==> src/common/mif_map.svh <==
`ifndef MIF_MAP_SVH
`define MIF_MAP_SVH

// ****************************************
// Register offsets
// ****************************************
`define MIF_ADDR_W        4
`define MIF_REG_FLAG      4'h0
`define MIF_REG_EN        4'h1
`define MIF_REG_GLOBAL    4'h2
`define MIF_REG_PA_SEL    4'h3
`define MIF_REG_PB_SEL    4'h4
`define MIF_REG_EXT_CFG   4'h5
`define MIF_REG_OSC_CMP   4'h6
`define MIF_REG_STATUS    4'h7

// ****************************************
// Field positions and widths
// ****************************************
`define MIF_NSRC          12
`define MIF_T0            0
`define MIF_T1            1
`define MIF_T5            5
`define MIF_WDT           6
`define MIF_PORT          7
`define MIF_EXT0          8
`define MIF_EXT1          9
`define MIF_LVD           10
`define MIF_CMP           11
`define MIF_EXT0_SEL      0
`define MIF_EXT1_SEL      1
`define MIF_EDGE_POL      2
`define MIF_PA_W          8
`define MIF_PB_W          6
`define MIF_CMP_OUT_BIT   7
`define MIF_PRIME_W       3
`define MIF_RESET_ZERO    16'h0000

`endif

==> src/common/mif_pkg.sv <==
package mif_pkg;
    typedef logic [15:0] mif_word_t;
    typedef enum logic [1:0] {
        MIF_SEQ_RUN,
        MIF_SEQ_HW,
        MIF_SEQ_SW
    } mif_seq_t;
endpackage

==> src/rtl/mif_sync.sv <==
`timescale 1ns/1ns
`include "mif_map.svh"
module mif_sync
    import mif_pkg::*;
#(
    parameter int W = 1
) (
    // Clock and reset
    input  wire logic         core_clk,
    input  wire logic         rst_n,
    input  wire logic         clk_en,
    // Data
    input  wire logic [W-1:0] async_in,
    output logic      [W-1:0] sync_out
);
    logic [W-1:0] meta_q;
    logic [W-1:0] meta_d;
    logic [W-1:0] sync_q;
    logic [W-1:0] sync_d;

    always_comb begin
        meta_d = clk_en ? async_in : meta_q;
        sync_d = clk_en ? meta_q : sync_q;
    end

    always_ff @(posedge core_clk or negedge rst_n) begin
        if (!rst_n) begin
            meta_q <= '0;
            sync_q <= '0;
        end else begin
            meta_q <= meta_d;
            sync_q <= sync_d;
        end
    end

    assign sync_out = sync_q;
endmodule

==> src/rtl/mif_edge.sv <==
`timescale 1ns/1ns
`include "mif_map.svh"
module mif_edge
    import mif_pkg::*;
#(
    parameter int W = 1
) (
    // Clock and reset
    input  wire logic         core_clk,
    input  wire logic         rst_n,
    input  wire logic         clk_en,
    // Synchronised level and its history
    input  wire logic [W-1:0] level_in,
    output logic      [W-1:0] level_prev,
    output logic      [W-1:0] changed,
    output logic      [W-1:0] rose,
    output logic      [W-1:0] fell
);
    logic [W-1:0]            prev_q;
    logic [W-1:0]            prev_d;
    logic [`MIF_PRIME_W-1:0] prime_q;
    logic [`MIF_PRIME_W-1:0] prime_d;

    // The synchroniser ahead still shows its reset value for two edges, so the
    // first samples after reset only prime the history. A pin that sits high at
    // reset release is then not taken for a rising edge.
    always_comb begin
        prev_d  = clk_en ? level_in : prev_q;
        prime_d = clk_en ? {prime_q[`MIF_PRIME_W-2:0], 1'b1} : prime_q;
    end

    always_ff @(posedge core_clk or negedge rst_n) begin
        if (!rst_n) begin
            prev_q  <= '0;
            prime_q <= '0;
        end else begin
            prev_q  <= prev_d;
            prime_q <= prime_d;
        end
    end

    assign level_prev = prev_q;
    assign changed    = prime_q[`MIF_PRIME_W-1] ? (level_in ^ prev_q) : '0;
    assign rose       = changed & level_in;
    assign fell       = changed & prev_q;
endmodule

==> src/rtl/mif_irq_flags.sv <==
`timescale 1ns/1ns
`include "mif_map.svh"

// How it works
// RULE_01 - Timer zero wrap sets its flag; requests when its enable and global are set.
// RULE_02 - Timer one underflow sets its flag; requests with its enable and global.
// RULE_03 - Timer two underflow sets its flag; requests with its enable and global.
// RULE_04 - Timer three underflow sets its flag; requests with its enable and global.
// RULE_05 - Timer four underflow sets its flag; requests with its enable and global.
// RULE_06 - Timer five underflow sets its flag; requests with its enable and global.
// RULE_07 - Watchdog expiry in interrupt mode sets watchdog flag; gated by enables.
// RULE_08 - Selected input pin level change on port A or B sets port-change flag.
// RULE_09 - External select on port B pin 0 or 1 masks that pin's change detect.
// RULE_10 - External zero select plus chosen edge on pin zero sets external-zero flag.
// RULE_11 - External one select plus chosen edge on pin one sets external-one flag.
// RULE_12 - Falling low-voltage indication sets low-voltage flag; gated by enables.
// RULE_13 - Live comparator output differing from its registered copy sets comparator flag.
// RULE_14 - Reading oscillator/comparator control register refreshes registered comparator copy.
// RULE_15 - Flags stay set until firmware writes zero to the flag bit.
// RULE_16 - Accepted hardware request vectors to hardware entry and clears global enable.
// RULE_17 - Software interrupt vectors to software entry and clears global enable always.
// RULE_18 - Return-from-interrupt sets global enable and resumes the interrupted code.
// RULE_19 - An event in the same cycle as a clearing write keeps the flag set.
// RULE_20 - Request is OR of flag AND enable over sources, qualified by global enable.
module mif_irq_flags
    import mif_pkg::*;
(
    // Clock and reset
    input  wire logic                   core_clk,
    input  wire logic                   rst_n,
    input  wire logic                   clk_en,
    // Register port
    input  wire logic [`MIF_ADDR_W-1:0] reg_addr,
    input  wire logic [15:0]            reg_wdata,
    input  wire logic                   reg_wr,
    input  wire logic                   reg_rd,
    output logic      [15:0]            reg_rdata,
    // Event pulses from same-clock timers and watchdog
    input  wire logic                   tmr_zero_wrap,
    input  wire logic [4:0]             tmr_underflow,
    input  wire logic                   watchdog_expire,
    input  wire logic                   watchdog_irq_mode,
    // Pins and analog indications from outside the clock domain
    input  wire logic [`MIF_PA_W-1:0]   porta_pin,
    input  wire logic [`MIF_PB_W-1:0]   portb_pin,
    input  wire logic [`MIF_PA_W-1:0]   porta_is_input,
    input  wire logic [`MIF_PB_W-1:0]   portb_is_input,
    input  wire logic                   low_voltage_ok,
    input  wire logic                   comparator_out,
    // CPU core sequencer
    input  wire logic                   irq_accept,
    input  wire logic                   soft_irq_op,
    input  wire logic                   return_from_irq_op,
    input  wire logic                   enable_irq_op,
    input  wire logic                   disable_irq_op,
    output logic                        hw_irq_req,
    output logic                        vector_hw,
    output logic                        vector_sw,
    output logic                        global_irq_enable
);
    // ****************************************
    // Input synchronisers and edge history
    // ****************************************
    localparam int NPIN = `MIF_PA_W + `MIF_PB_W + 2;

    logic [NPIN-1:0] pin_sync;
    logic [NPIN-1:0] pin_chg;
    logic [NPIN-1:0] pin_rise;
    logic [NPIN-1:0] pin_fall;

    mif_sync #(.W(NPIN)) u_sync (
        .core_clk (core_clk),
        .rst_n    (rst_n),
        .clk_en   (clk_en),
        .async_in ({comparator_out, low_voltage_ok, portb_pin, porta_pin}),
        .sync_out (pin_sync)
    );

    mif_edge #(.W(NPIN)) u_edge (
        .core_clk   (core_clk),
        .rst_n      (rst_n),
        .clk_en     (clk_en),
        .level_in   (pin_sync),
        .level_prev (),
        .changed    (pin_chg),
        .rose       (pin_rise),
        .fell       (pin_fall)
    );

    logic [`MIF_PA_W-1:0] pa_chg;
    logic [`MIF_PB_W-1:0] pb_chg;
    logic [`MIF_PB_W-1:0] pb_rise;
    logic [`MIF_PB_W-1:0] pb_fall;
    logic                 lvd_fall;
    logic                 cmp_live;

    assign pa_chg   = pin_chg[`MIF_PA_W-1:0];
    assign pb_chg   = pin_chg[`MIF_PA_W +: `MIF_PB_W];
    assign pb_rise  = pin_rise[`MIF_PA_W +: `MIF_PB_W];
    assign pb_fall  = pin_fall[`MIF_PA_W +: `MIF_PB_W];
    assign lvd_fall = pin_fall[NPIN-2];
    assign cmp_live = pin_sync[NPIN-1];

    // ****************************************
    // Register decode
    // ****************************************
    function automatic logic hit(input logic [`MIF_ADDR_W-1:0] a,
                                 input logic [`MIF_ADDR_W-1:0] r);
        return a == r;
    endfunction

    logic [`MIF_NSRC-1:0] flag_q,  flag_d;
    logic [`MIF_NSRC-1:0] en_q,    en_d;
    logic [`MIF_PA_W-1:0] pa_sel_q, pa_sel_d;
    logic [`MIF_PB_W-1:0] pb_sel_q, pb_sel_d;
    logic [2:0]           ext_q,   ext_d;
    logic                 gie_q,   gie_d;
    logic                 cmp_reg_q, cmp_reg_d;
    logic [15:0]          rdata_q, rdata_d;
    logic                 req_q,   req_d;
    logic                 vhw_q,   vhw_d;
    logic                 vsw_q,   vsw_d;

    // ****************************************
    // Event collection
    // ****************************************
    logic [`MIF_NSRC-1:0] evt;
    logic [`MIF_PB_W-1:0] pb_mask;
    logic [1:0]           ext_edge;

    generate
        for (genvar i = 0; i < 2; i++) begin : g_ext
            // Polarity bit set selects rising edges, clear selects falling.
            assign ext_edge[i] = ext_q[i] &
                (ext_q[`MIF_EDGE_POL] ? pb_rise[i] : pb_fall[i]); // RULE_10 RULE_11
        end
    endgenerate

    always_comb begin
        pb_mask = pb_sel_q & portb_is_input;
        pb_mask[0] = pb_mask[0] & ~ext_q[`MIF_EXT0_SEL]; // RULE_09
        pb_mask[1] = pb_mask[1] & ~ext_q[`MIF_EXT1_SEL]; // RULE_09
        evt = '0;
        evt[`MIF_T0] = tmr_zero_wrap; // RULE_01
        evt[`MIF_T5:`MIF_T1] = tmr_underflow; // RULE_02 RULE_03 RULE_04 RULE_05 RULE_06
        evt[`MIF_WDT] = watchdog_expire & watchdog_irq_mode; // RULE_07
        evt[`MIF_PORT] = |(pa_chg & pa_sel_q & porta_is_input) |
                         |(pb_chg & pb_mask); // RULE_08
        evt[`MIF_EXT0] = ext_edge[0]; // RULE_10
        evt[`MIF_EXT1] = ext_edge[1]; // RULE_11
        evt[`MIF_LVD] = lvd_fall; // RULE_12
        evt[`MIF_CMP] = cmp_live ^ cmp_reg_q; // RULE_13
    end

    // ****************************************
    // Registers and flags
    // ****************************************
    logic wr_flag;
    logic pending;

    assign wr_flag = reg_wr & hit(reg_addr, `MIF_REG_FLAG);
    assign pending = |(flag_q & en_q);

    always_comb begin
        flag_d    = flag_q;
        en_d      = en_q;
        pa_sel_d  = pa_sel_q;
        pb_sel_d  = pb_sel_q;
        ext_d     = ext_q;
        gie_d     = gie_q;
        cmp_reg_d = cmp_reg_q;
        rdata_d   = rdata_q;
        vhw_d     = vhw_q;
        vsw_d     = vsw_q;
        if (clk_en) begin
            vhw_d   = 1'b0;
            vsw_d   = 1'b0;
            rdata_d = `MIF_RESET_ZERO;
            // Writing zero clears a bit; writing one leaves it alone.
            if (wr_flag) begin
                flag_d = flag_q & reg_wdata[`MIF_NSRC-1:0]; // RULE_15
            end
            flag_d = flag_d | evt; // RULE_19
            if (reg_wr) begin
                if (hit(reg_addr, `MIF_REG_EN)) begin
                    en_d = reg_wdata[`MIF_NSRC-1:0];
                end
                if (hit(reg_addr, `MIF_REG_PA_SEL)) begin
                    pa_sel_d = reg_wdata[`MIF_PA_W-1:0];
                end
                if (hit(reg_addr, `MIF_REG_PB_SEL)) begin
                    pb_sel_d = reg_wdata[`MIF_PB_W-1:0];
                end
                if (hit(reg_addr, `MIF_REG_EXT_CFG)) begin
                    ext_d = reg_wdata[2:0];
                end
                if (hit(reg_addr, `MIF_REG_GLOBAL)) begin
                    gie_d = reg_wdata[0];
                end
            end
            if (reg_rd) begin
                unique case (reg_addr)
                    `MIF_REG_FLAG:    rdata_d = {4'h0, flag_q};
                    `MIF_REG_EN:      rdata_d = {4'h0, en_q};
                    `MIF_REG_GLOBAL:  rdata_d = {15'h0000, gie_q};
                    `MIF_REG_PA_SEL:  rdata_d = {8'h00, pa_sel_q};
                    `MIF_REG_PB_SEL:  rdata_d = {10'h000, pb_sel_q};
                    `MIF_REG_EXT_CFG: rdata_d = {13'h0000, ext_q};
                    `MIF_REG_OSC_CMP: begin
                        rdata_d[`MIF_CMP_OUT_BIT] = cmp_live;
                        cmp_reg_d = cmp_live; // RULE_14
                    end
                    `MIF_REG_STATUS:  rdata_d = {14'h0000, pending, req_q};
                    default:          rdata_d = `MIF_RESET_ZERO;
                endcase
            end
            // Sequencer ops take priority over a register write to the enable.
            if (enable_irq_op) begin
                gie_d = 1'b1;
            end
            if (disable_irq_op) begin
                gie_d = 1'b0;
            end
            if (return_from_irq_op) begin
                gie_d = 1'b1; // RULE_18
            end
            if (soft_irq_op) begin
                gie_d = 1'b0; // RULE_17
                vsw_d = 1'b1; // RULE_17
            end else if (irq_accept && req_q) begin
                gie_d = 1'b0; // RULE_16
                vhw_d = 1'b1; // RULE_16
            end
        end
    end

    // Request is formed from the next flags, so it changes with the flags and the output is a clean flop.
    assign req_d = clk_en ? (gie_d & |(flag_d & en_d)) : req_q; // RULE_20

    always_ff @(posedge core_clk or negedge rst_n) begin
        if (!rst_n) begin
            flag_q    <= '0;
            en_q      <= '0;
            pa_sel_q  <= '0;
            pb_sel_q  <= '0;
            ext_q     <= '0;
            gie_q     <= 1'b0;
            cmp_reg_q <= 1'b0;
            rdata_q   <= '0;
            req_q     <= 1'b0;
            vhw_q     <= 1'b0;
            vsw_q     <= 1'b0;
        end else begin
            flag_q    <= flag_d;
            en_q      <= en_d;
            pa_sel_q  <= pa_sel_d;
            pb_sel_q  <= pb_sel_d;
            ext_q     <= ext_d;
            gie_q     <= gie_d;
            cmp_reg_q <= cmp_reg_d;
            rdata_q   <= rdata_d;
            req_q     <= req_d;
            vhw_q     <= vhw_d;
            vsw_q     <= vsw_d;
        end
    end

    assign reg_rdata         = rdata_q;
    assign hw_irq_req        = req_q;
    assign vector_hw         = vhw_q;
    assign vector_sw         = vsw_q;
    assign global_irq_enable = gie_q;
endmodule

==> config.mk <==
export PLATFORM = sky130hd
export DESIGN_NAME = mif_irq_flags
export DESIGN_NICKNAME = d
export VERILOG_FILES = /design/src/common/mif_pkg.sv /design/src/rtl/mif_sync.sv /design/src/rtl/mif_edge.sv /design/src/rtl/mif_irq_flags.sv
export VERILOG_INCLUDE_DIRS = /design/src /design/src/common
export SDC_FILE = /design/constraint.sdc
export NUM_CORES = 1
export LEC_CHECK = 0
export BUFFER_PORTS_ARGS = -buffer_cell sky130_fd_sc_hd__buf_2
export CORE_ASPECT_RATIO = 0.9
export CORE_MARGIN = 2
export CORE_UTILIZATION = 39
export CTS_CLUSTER_DIAMETER = 150
export DETAILED_ROUTE_END_ITERATION = 10
export SLEW_MARGIN = 5
export SYNTH_ARGS = -nofsm -noshare
export SYNTH_HDL_FRONTEND = slang
export SYNTH_SLANG_ARGS = --single-unit
==> constraint.sdc <==
create_clock -name core_clk -period 1.7 [get_ports core_clk]
set_clock_uncertainty 0.05 [all_clocks]
set_input_delay 0.255 -clock core_clk [delete_from_list [all_inputs] [get_ports core_clk]]
set_output_delay 0.255 -clock core_clk [all_outputs]
set_load 0.005 [all_outputs]
* After elaboration in Yosys (flattened, before gate mapping) *
Index checks and enable logic that the tools add are counted.

operators by class
  reduce and logical (&&, ||, !) cells = 10
  bitwise gates (word level) = 22
  equal/unequal tests = 7
  muxes and demuxes = 24

operators with widths
  kind                count
  $mux 12             7
  $pmux 7 s7          1
  $and 12x12->12      3
  $reduce_or 12->1    2
  $and 8x8->8         2
  $eq 4x3->1 const B  4
  $and 15x15->15      1
  $mux 15             1
  $xor 15x15->15      1
  $mux 1              13
  $and 6x6->6         2
  $or 12x12->12       1
  $reduce_and 3->1    4
  $and 10x10->10      1
  $eq 4x2->1 const B  2
  $pmux 4 s2          1
  $reduce_or 8->1     1
  $and 1x1->1         7
  $reduce_or 6->1     1
  $eq 4x1->1 const B  1
  $logic_not 4->1     1
  $pmux 1 s4          1
  $not 1->1           2
  $logic_and 1x1->1   1
  other kinds (2)     2

storage, ports and cells
  bits in registers = 112
  logic and storage cells = 78
  input bits = 68

* Depth between registers and ports, before layout *
Gate-level depths: netlist of run 1.

  depth after elaboration = 11
  mapped depth = 8
  depth with buffers taken out = 6

* Cells and area by module *
From an unflattened synthesis of run 1, not the netlist that was laid out.

unflattened totals
  cells, all modules = 489
  area total of the unflattened synthesis = 5751.8 µm²

by module, submodules not included
  module         cells an instance  times used  area an instance (µm²)
  mif_irq_flags  311                1           3116.7
  mif_sync       68                 1           1345.0
  mif_edge       110                1           1290.0

* Worst setup path after synthesis of run 1 *
No wires, ideal clock.

  path kind = input to register
  from = in reg_addr[2]
  to = reg req_q (netlist: hw_irq_req)
  data arrival time = 1.825 ns
  setup slack = -0.322 ns
  cell stages on the path = 7
  required time = 1.503 ns
  cells stage by stage = buf_4 nand4bb_2 nor2_4 mux2_1 a21boi_0 a2111oi_0 a41oi_1

RTL lines
  element               RTL line              text
  start, declared       mif_irq_flags.sv:33   input wire logic [`MIF_ADDR_W-1:0] reg_addr,
  $eq 4x1->1            mif_irq_flags.sv:109  return a == r;
  $mux 12               mif_irq_flags.sv:185  if (hit(reg_addr, `MIF_REG_EN)) begin
  $mux 12               mif_irq_flags.sv:184  if (reg_wr) begin
  $mux 12               mif_irq_flags.sv:175  if (clk_en) begin
  via en_d[2]           mif_irq_flags.sv:113  logic [`MIF_NSRC-1:0] en_q, en_d;
  $and 12x12->12        mif_irq_flags.sv:238  assign req_d = clk_en ? (gie_d & |(flag_d & en_d)) : req_q;
  $reduce_or 12->1      mif_irq_flags.sv:238
  $and 1x1->1           mif_irq_flags.sv:238
  end signal, assigned  mif_irq_flags.sv:262  req_q <= req_d;
  end, declared         mif_irq_flags.sv:120  logic req_q, req_d;

The timed path passes the listed nets, and every way through them passes these cells. The select of a mux whose other input is x is not followed.
A chain may end at the register's enable or synchronous reset.

* Worst setup path in the final report of run 1 *
  from = reg u_sync.sync_q[10] (netlist: u_sync.sync_out[10])
  to = reg req_q (netlist: hw_irq_req)

on the way
  cells in the longest elaborated chain, start to end = 10

ends and longest elaborated chain
  element                 RTL line              text
  start, declared         mif_sync.sv:18        logic [W-1:0] sync_q;
  start signal, assigned  mif_sync.sv:32        sync_q <= sync_d;
  $xor 15x15->15          mif_edge.sv:43        assign changed = prime_q[`MIF_PRIME_W-1] ? (level_in ^ prev_q) : '0;
  $mux 15                 mif_edge.sv:43
  $and 6x6->6             mif_irq_flags.sv:148  |(pb_chg & pb_mask);
  $reduce_or 6->1         mif_irq_flags.sv:148
  $or 1x1->1              mif_irq_flags.sv:148
  $or 12x12->12           mif_irq_flags.sv:183  flag_d = flag_d | evt;
  $mux 12                 mif_irq_flags.sv:175
  $and 12x12->12          mif_irq_flags.sv:238
  $reduce_or 12->1        mif_irq_flags.sv:238
  $and 1x1->1             mif_irq_flags.sv:238

Every way passes these cells.

==> results of run 1 <==
[through the flow]
step	hold slack, ns	std cells	utilization	area, um2	setup TNS, ns
2_1_floorplan	-0.09059	444	-	5216	-0.2031
3_3_place_gp	0.02726	751	0.4961	6366	-3.090
3_5_place_dp	0.03015	751	0.4961	6366	-3.135
4_1_cts	0.06462	770	0.5262	6753	-0.6058
5_1_grt	0.06175	770	0.5273	6768	-0.8321
6_report	0.07595	770	0.5273	6768	-0.5479
[sequential cells by signal (all words and copies together), names as in the netlist, 3 cells and up]
signal,cells
u_edge.prime_q,3
u_edge.level_prev,15
u_sync.meta_q,16
reg_rdata,12
pb_sel_q,6
flag_q,12
en_q,12
pa_sel_q,8
ext_q,3
u_sync.sync_out,16
[final timing paths]
check / from / to / cells after the start
worst max-delay path: u_sync.sync_out[10] / hw_irq_req / 6
worst max register to register: u_sync.sync_out[10] / hw_irq_req / 6
min in group asynchronous: rst_n / reg_rdata[11] / 2
worst min register to register: u_edge.prime_q[0] / u_edge.prime_q[0] / 1
worst min-delay path: portb_pin[0] / u_sync.meta_q[8] / 2
max in group asynchronous: rst_n / u_sync.meta_q[12] / 3
[per-layer routing]
metal	up-vias	share of wire	track usage
met4	0	0.015	0.05111
li1	1923	-	-
met2	84	0.47	0.3423
met1	1985	0.47	0.2812
met3	12	0.043	0.05154
met5	-	0	0
[power groups by stage]
stage               Sequential, W  Combinational (W)  Clock (W)
floorplan                 0.00319           0.000821          0
global placement          0.00323            0.00149          0
detailed placement        0.00326            0.00151          0
CTS                       0.00321            0.00155    0.00244
global route              0.00326            0.00171    0.00257
finish                    0.00321            0.00156    0.00238
[cell usage after synthesis (2+ instances only)]
master | instances | share of area
o21ai_0 | 21 | 0.020
buf_4 | 7 | 0.010
nor2_1 | 14 | 0.010
nand4b_1 | 3 | 0.0051
a221oi_1 | 4 | 0.0068
a31oi_1 | 5 | 0.0060
nand3_1 | 10 | 0.0097
dfrtp_1 | 108 | 0.52
clkbuf_1 | 8 | 0.0058
nor4_1 | 2 | 0.0024
nand2_1 | 37 | 0.027
nor3b_1 | 3 | 0.0043
nor2b_1 | 5 | 0.0060
a22o_1 | 4 | 0.0068
or2_2 | 2 | 0.0024
a21boi_0 | 2 | 0.0029
inv_1 | 15 | 0.011
buf_2 | 8 | 0.0077
xor2_1 | 7 | 0.012
nand2b_1 | 5 | 0.0060
a22oi_1 | 2 | 0.0029
a21oi_1 | 11 | 0.011
o22ai_1 | 13 | 0.016
nor3_1 | 2 | 0.0019
nand4_1 | 2 | 0.0024
mux2i_1 | 13 | 0.025
o21ai_1 | 5 | 0.0048
mux2_2 | 80 | 0.17
xnor2_1 | 8 | 0.014
mux2_1 | 2 | 0.0043
o32ai_1 | 2 | 0.0034
[what timing repair did]
action	CTS	global route
pin swaps	6	5
setup endpoints to repair	3	3
buffers inserted	2	0
gates resized for setup	4	2
hold buffers	1	0
hold endpoints to repair	108	0
[final cells by class]
class,count,area [um2],share of cell area
timing repair buffer,170,1111,0.1642
clock buffer,11,252.7,0.03735
multi-input combinational,297,2351,0.3474
inverter,15,56.30,0.008319
clock inverter,5,88.84,0.01313
sequential,108,2703,0.3993
tap,164,205.2,0.03032
[kinds of logic (layout without fill, tap and decap cells)]
group / after synthesis / count (layout) / share of synthesized area
DFF: 108 / 108 / 0.5215
and+or+nand+nor: 96 / 96 / 0.09682
muxes: 95 / 95 / 0.2033
buffers and inverters: 39 / 201 / 0.03670
xor gates and xnor gates: 15 / 15 / 0.02535
AOI/OAI and AO/OA: 87 / 87 / 0.1156
other: 1 / 4 / 0.0007236
[critical path: stages, from the launching register on]
cell and delay [ns]:
dfrtp_1 0.39, xnor2_1 0.17, o22ai_1 0.09, or4_4 0.55, o311a_4 0.33, o21ai_2 0.13
a41oi_1 0.13
==> impl_metrics.yaml, run 1 <==
status:
  status: "complete, but fails checks"
  violations: "setup timing"
drt:
  wl_per_cell_um: 18.24
  viasPerCell: 5.200
  ant_nets: 0
  finalWirelength_um: 14050
  drc: 0
  via_count: 4004
  drt_iter0_drc: 301
  drtPass1Iterations: 4
finish:
  nFillCells: 1164
  drive_above_1_share: 0.4637
  antenna_cells: 0
  layout_commonest_cell: "dfrtp_1"
  area_growth_pct: 30.59
  layout.nets: 669
  final_cell_mix: "dfrtp_1, buf_4, mux2_2"
pwr:
  pwr-share-seq: 0.449
  p_sw_frac: 0.2716
  power.switching_w: 0.001942
  power_density_nw_per_um2: 1056
  p_comb_frac: 0.218
  fin_total_pwr_w: 0.007148
  p_leak_nw: 3.056
  ir_worst_vdd_v: 0.0006560
  pwr-share-clk: 0.333
  p_int_w: 0.005207
logic_synthesis:
  async_reset_ff_frac: 1.000
  synth_cell_types: 62
  synth_edf_count: 0
  yosysWarnings: 0
  synth_ff_type: "dfrtp_1"
  seq_area_frac_synth: 0.5215
  syn_area_um2: 5182
  synth_cells: 441
  synth_seq_cells: 108
  syn_avg_cell_area_um2: 11.75
placement:
  io_buffers: 79
  gp_congestion: 0.9248
  post-place-ws_ns: -0.4577
  dpl.hpwl_um: 10670
global_routing:
  antenna_found_initial: 0
  grt_pass1_wl_um: 22960
  grt_pass1_vias: 4173
  track_usage: 0.2091
  grt_max_degree: 62
  overflow: 0
clocking:
  cts_tree: "built"
  cts_sinks: 108
  cts_htree_levels: 3
  cts_buffers: 9
  root_buffer: "clkbuf_16"
  clockBufferDepth: 2
  cts.clk_slew.worst_paths_ns: 0.07
  insertion_delay_ns: 0.36
critical_path:
  start_kind: "flip-flop"
  cp_data_arrival_time_ns: 2.13
  worst-setup-path-type: "reg -> reg"
  cp-end-kind: "flip-flop"
  worstPathRequired_ns: 1.85
  rrSetupSlack_ns: -0.29
  crit_fanout: 2
floorplanning:
  dieArea_um2: 14230
  die_w_um: 125.5
  io_pins: 88
  rows: 39
  initial_core_util: 0.4038
  dieHeight_um: 113.4
  coreArea_um2: 12830
timing:
  hold_viol_final: 0
  layout_setup_ws_ns: -0.2852
  finalCritPeriodShare: 1.168
  fin_crit_ns: 1.985
  worst_pin_slew_ns: 0.4662
  slew_headroom: 0.6811
  setup_violations: 3
  drv_slew: 0
  fmax_ghz: 0.5037
  grt_setup_unrepaired: "yes"
hold_path:
  holdCritPathClass: "in -> reg"
flow_run:
  drv_cap: 0
(Power assumes the default switching activity.)
==> inputs of run 2 (changes only) <==
Settings changed: TNS_END_PERCENT set to 30.
==> run 2 against run 1 <==
Sequential power about the same. The run still ends with setup timing left. Critical path type unchanged. Largest cell class unchanged. Critical path depth is the same. Setup slack worse by 0.023 ns. Wire length increased by 0.58%. Critical endpoint unchanged. Design area down 0.92%. First-iteration DRC count is 51% lower.
==> impl_metrics.yaml, run 2 (synthesized netlist as in run 1, its figures left out) <==
floorplanning:
  io_pins: 88
  die_w_um: 125.5
  dieArea_um2: 14230
  dieHeight_um: 113.4
  coreArea_um2: 12830
  rows: 39
  initial_core_util: 0.4038
critical_path:
  cp_slowest_cell: "or4_4"
  crit_family: "compound AO/OA/AOI/OAI gates"
  worstPathRequired_ns: 1.85
  crit_fanout: 2
  critPathMaxStageDelay_ns: 0.50
  start_kind: "flip-flop"
  startpoint: "u_sync.sync_out[11]"
  cp_cell_sequence: "xnor2_1, o22ai_1, or4_4, o311a_4, o21ai_2, a41oi_1"
  rrSetupSlack_ns: -0.31
  rr_endpoint: "hw_irq_req"
  cp-end-kind: "flip-flop"
  worst-setup-path-type: "reg -> reg"
  r2r_start: "u_sync.sync_out[11]"
  crit_buf_inv: 0
  cp_data_arrival_time_ns: 2.16
  reg2reg_depth: 6
timing:
  fin_crit_ns: 2.008
  slew_headroom: 0.6014
  worst_pin_slew_ns: 0.5980
  hold_viol_final: 0
  setup_violations: 3
  finalCritPeriodShare: 1.181
  fmax_ghz: 0.4979
  grt_setup_unrepaired: "yes"
  layout_setup_ws_ns: -0.3084
  drv_slew: 0
drt:
  drtPass1Iterations: 4
  viasPerCell: 5.238
  wl_per_cell_um: 18.40
  ant_nets: 0
  drt_iter0_drc: 147
  drc: 0
  finalWirelength_um: 14130
  via_count: 4023
hold_path:
  min_to: "u_sync.meta_q[12]"
  hold_depth: 2
  min_from: "portb_pin[4]"
  holdCritPathClass: "in -> reg"
status:
  status: "complete, but fails checks"
  violations: "setup timing"
clocking:
  cts_buffers: 9
  cts_tree: "built"
  insertion_delay_ns: 0.35
  clockBufferDepth: 2
  cts_htree_levels: 3
  root_buffer: "clkbuf_16"
  cts.clk_slew.worst_paths_ns: 0.07
  cts_sinks: 108
global_routing:
  antenna_found_initial: 0
  overflow: 0
  grt_pass1_wl_um: 22830
  grt_pass1_vias: 4275
  grt_max_degree: 108
  track_usage: 0.2078
finish:
  area_growth_pct: 29.38
  antenna_cells: 0
  postLayoutCoreUtil: 0.5225
  layout.nets: 667
  drive_above_1_share: 0.4619
  layout_commonest_cell: "dfrtp_1"
  final_cell_mix: "dfrtp_1, buf_4, mux2_2"
pwr:
  p_leak_nw: 3.019
  fin_total_pwr_w: 0.006851
  power_density_nw_per_um2: 1022
  ir_worst_vdd_v: 0.0009278
flow_run:
  drv_cap: 0
placement:
  post-place-ws_ns: -0.5025
  io_buffers: 79
  gp_congestion: 0.8843
  dpl.hpwl_um: 10740
run 2: changes by cell type in the layout (fill, tap and decap cells not counted):
cell	before	now
bufinv_16	2	0
clkbuf_1	0	2
a2111oi_0	1	0
a2111oi_1	1	2
buf_12	2	1
buf_4	90	89
clkinv_8	0	1
clkinvlp_4	0	1
inv_6	1	0
inv_8	1	0
nor3_1	2	1
nor3_2	0	1
xnor2_1	8	7
xnor2_2	0	1
run 2: worst reg2reg max path, delay by kind of cell (launching register included):
kind / cells / cell delay [ns]
XOR/XNOR: 1 / 0.19
AND/OR/NAND/NOR: 1 / 0.50
flip-flops: 1 / 0.40
AO/OA/AOI/OAI: 4 / 0.71
run 2: final cells by class:
type,instances,area (um2)
fill,1171,6128
inverter,15,56.30
clock buffer,13,260.3
tap,164,205.2
timing repair buffer,168,1084
sequential,108,2703
clock inverter,3,32.53
multi-input combinational,297,2365
run 2: how the worst max path moves through the flow:
stage | end | slack (ns) | depth (start not counted)
after global routing | hw_irq_req | -0.42 | 6
after global placement | hw_irq_req | -0.44 | 8
after CTS | hw_irq_req | -0.36 | 6
after floorplan | hw_irq_req | -0.13 | 7
after detailed placement | hw_irq_req | -0.50 | 8
final | hw_irq_req | -0.31 | 6
run 2: power by group:
part / leakage, nW / switching (W) / internal (W)
clock network: 0.139 / 0.000970 / 0.00109
registers: 1.29 / 0.000286 / 0.00293
logic: 1.59 / 0.000683 / 0.000891
total: 3.02 / 0.00194 / 0.00491
run 2: through the flow:
step,setup TNS [ns],hold WS [ns],cell area (um2),std cells
floorplan,-0.2031,-0.09059,5216,444
global placement,-2.672,0.001344,6346,750
detailed placement,-3.311,-0.0004940,6346,750
CTS,-0.6397,0.07066,6665,767
global route,-0.8233,0.06581,6705,768
finish,-0.5476,0.08046,6705,768
run 2: layer usage:
layer / GRT usage / share of wire / vias up
met5: 0 / 0 / -
met4: 0.04444 / 0.012 / 0
met3: 0.04965 / 0.055 / 14
met2: 0.3366 / 0.47 / 109
met1: 0.2863 / 0.46 / 1996
li1: - / - / 1904
run 2: repair_timing:
| action | CTS | global route |
|---|---|---|
| pin swaps | 1 | 5 |
| hold endpoints to repair | 108 | 0 |
| hold buffers | 1 | 0 |
| buffers inserted | 0 | 1 |
| resized for setup | 3 | 6 |
| setup endpoints to repair | 3 | 6 |
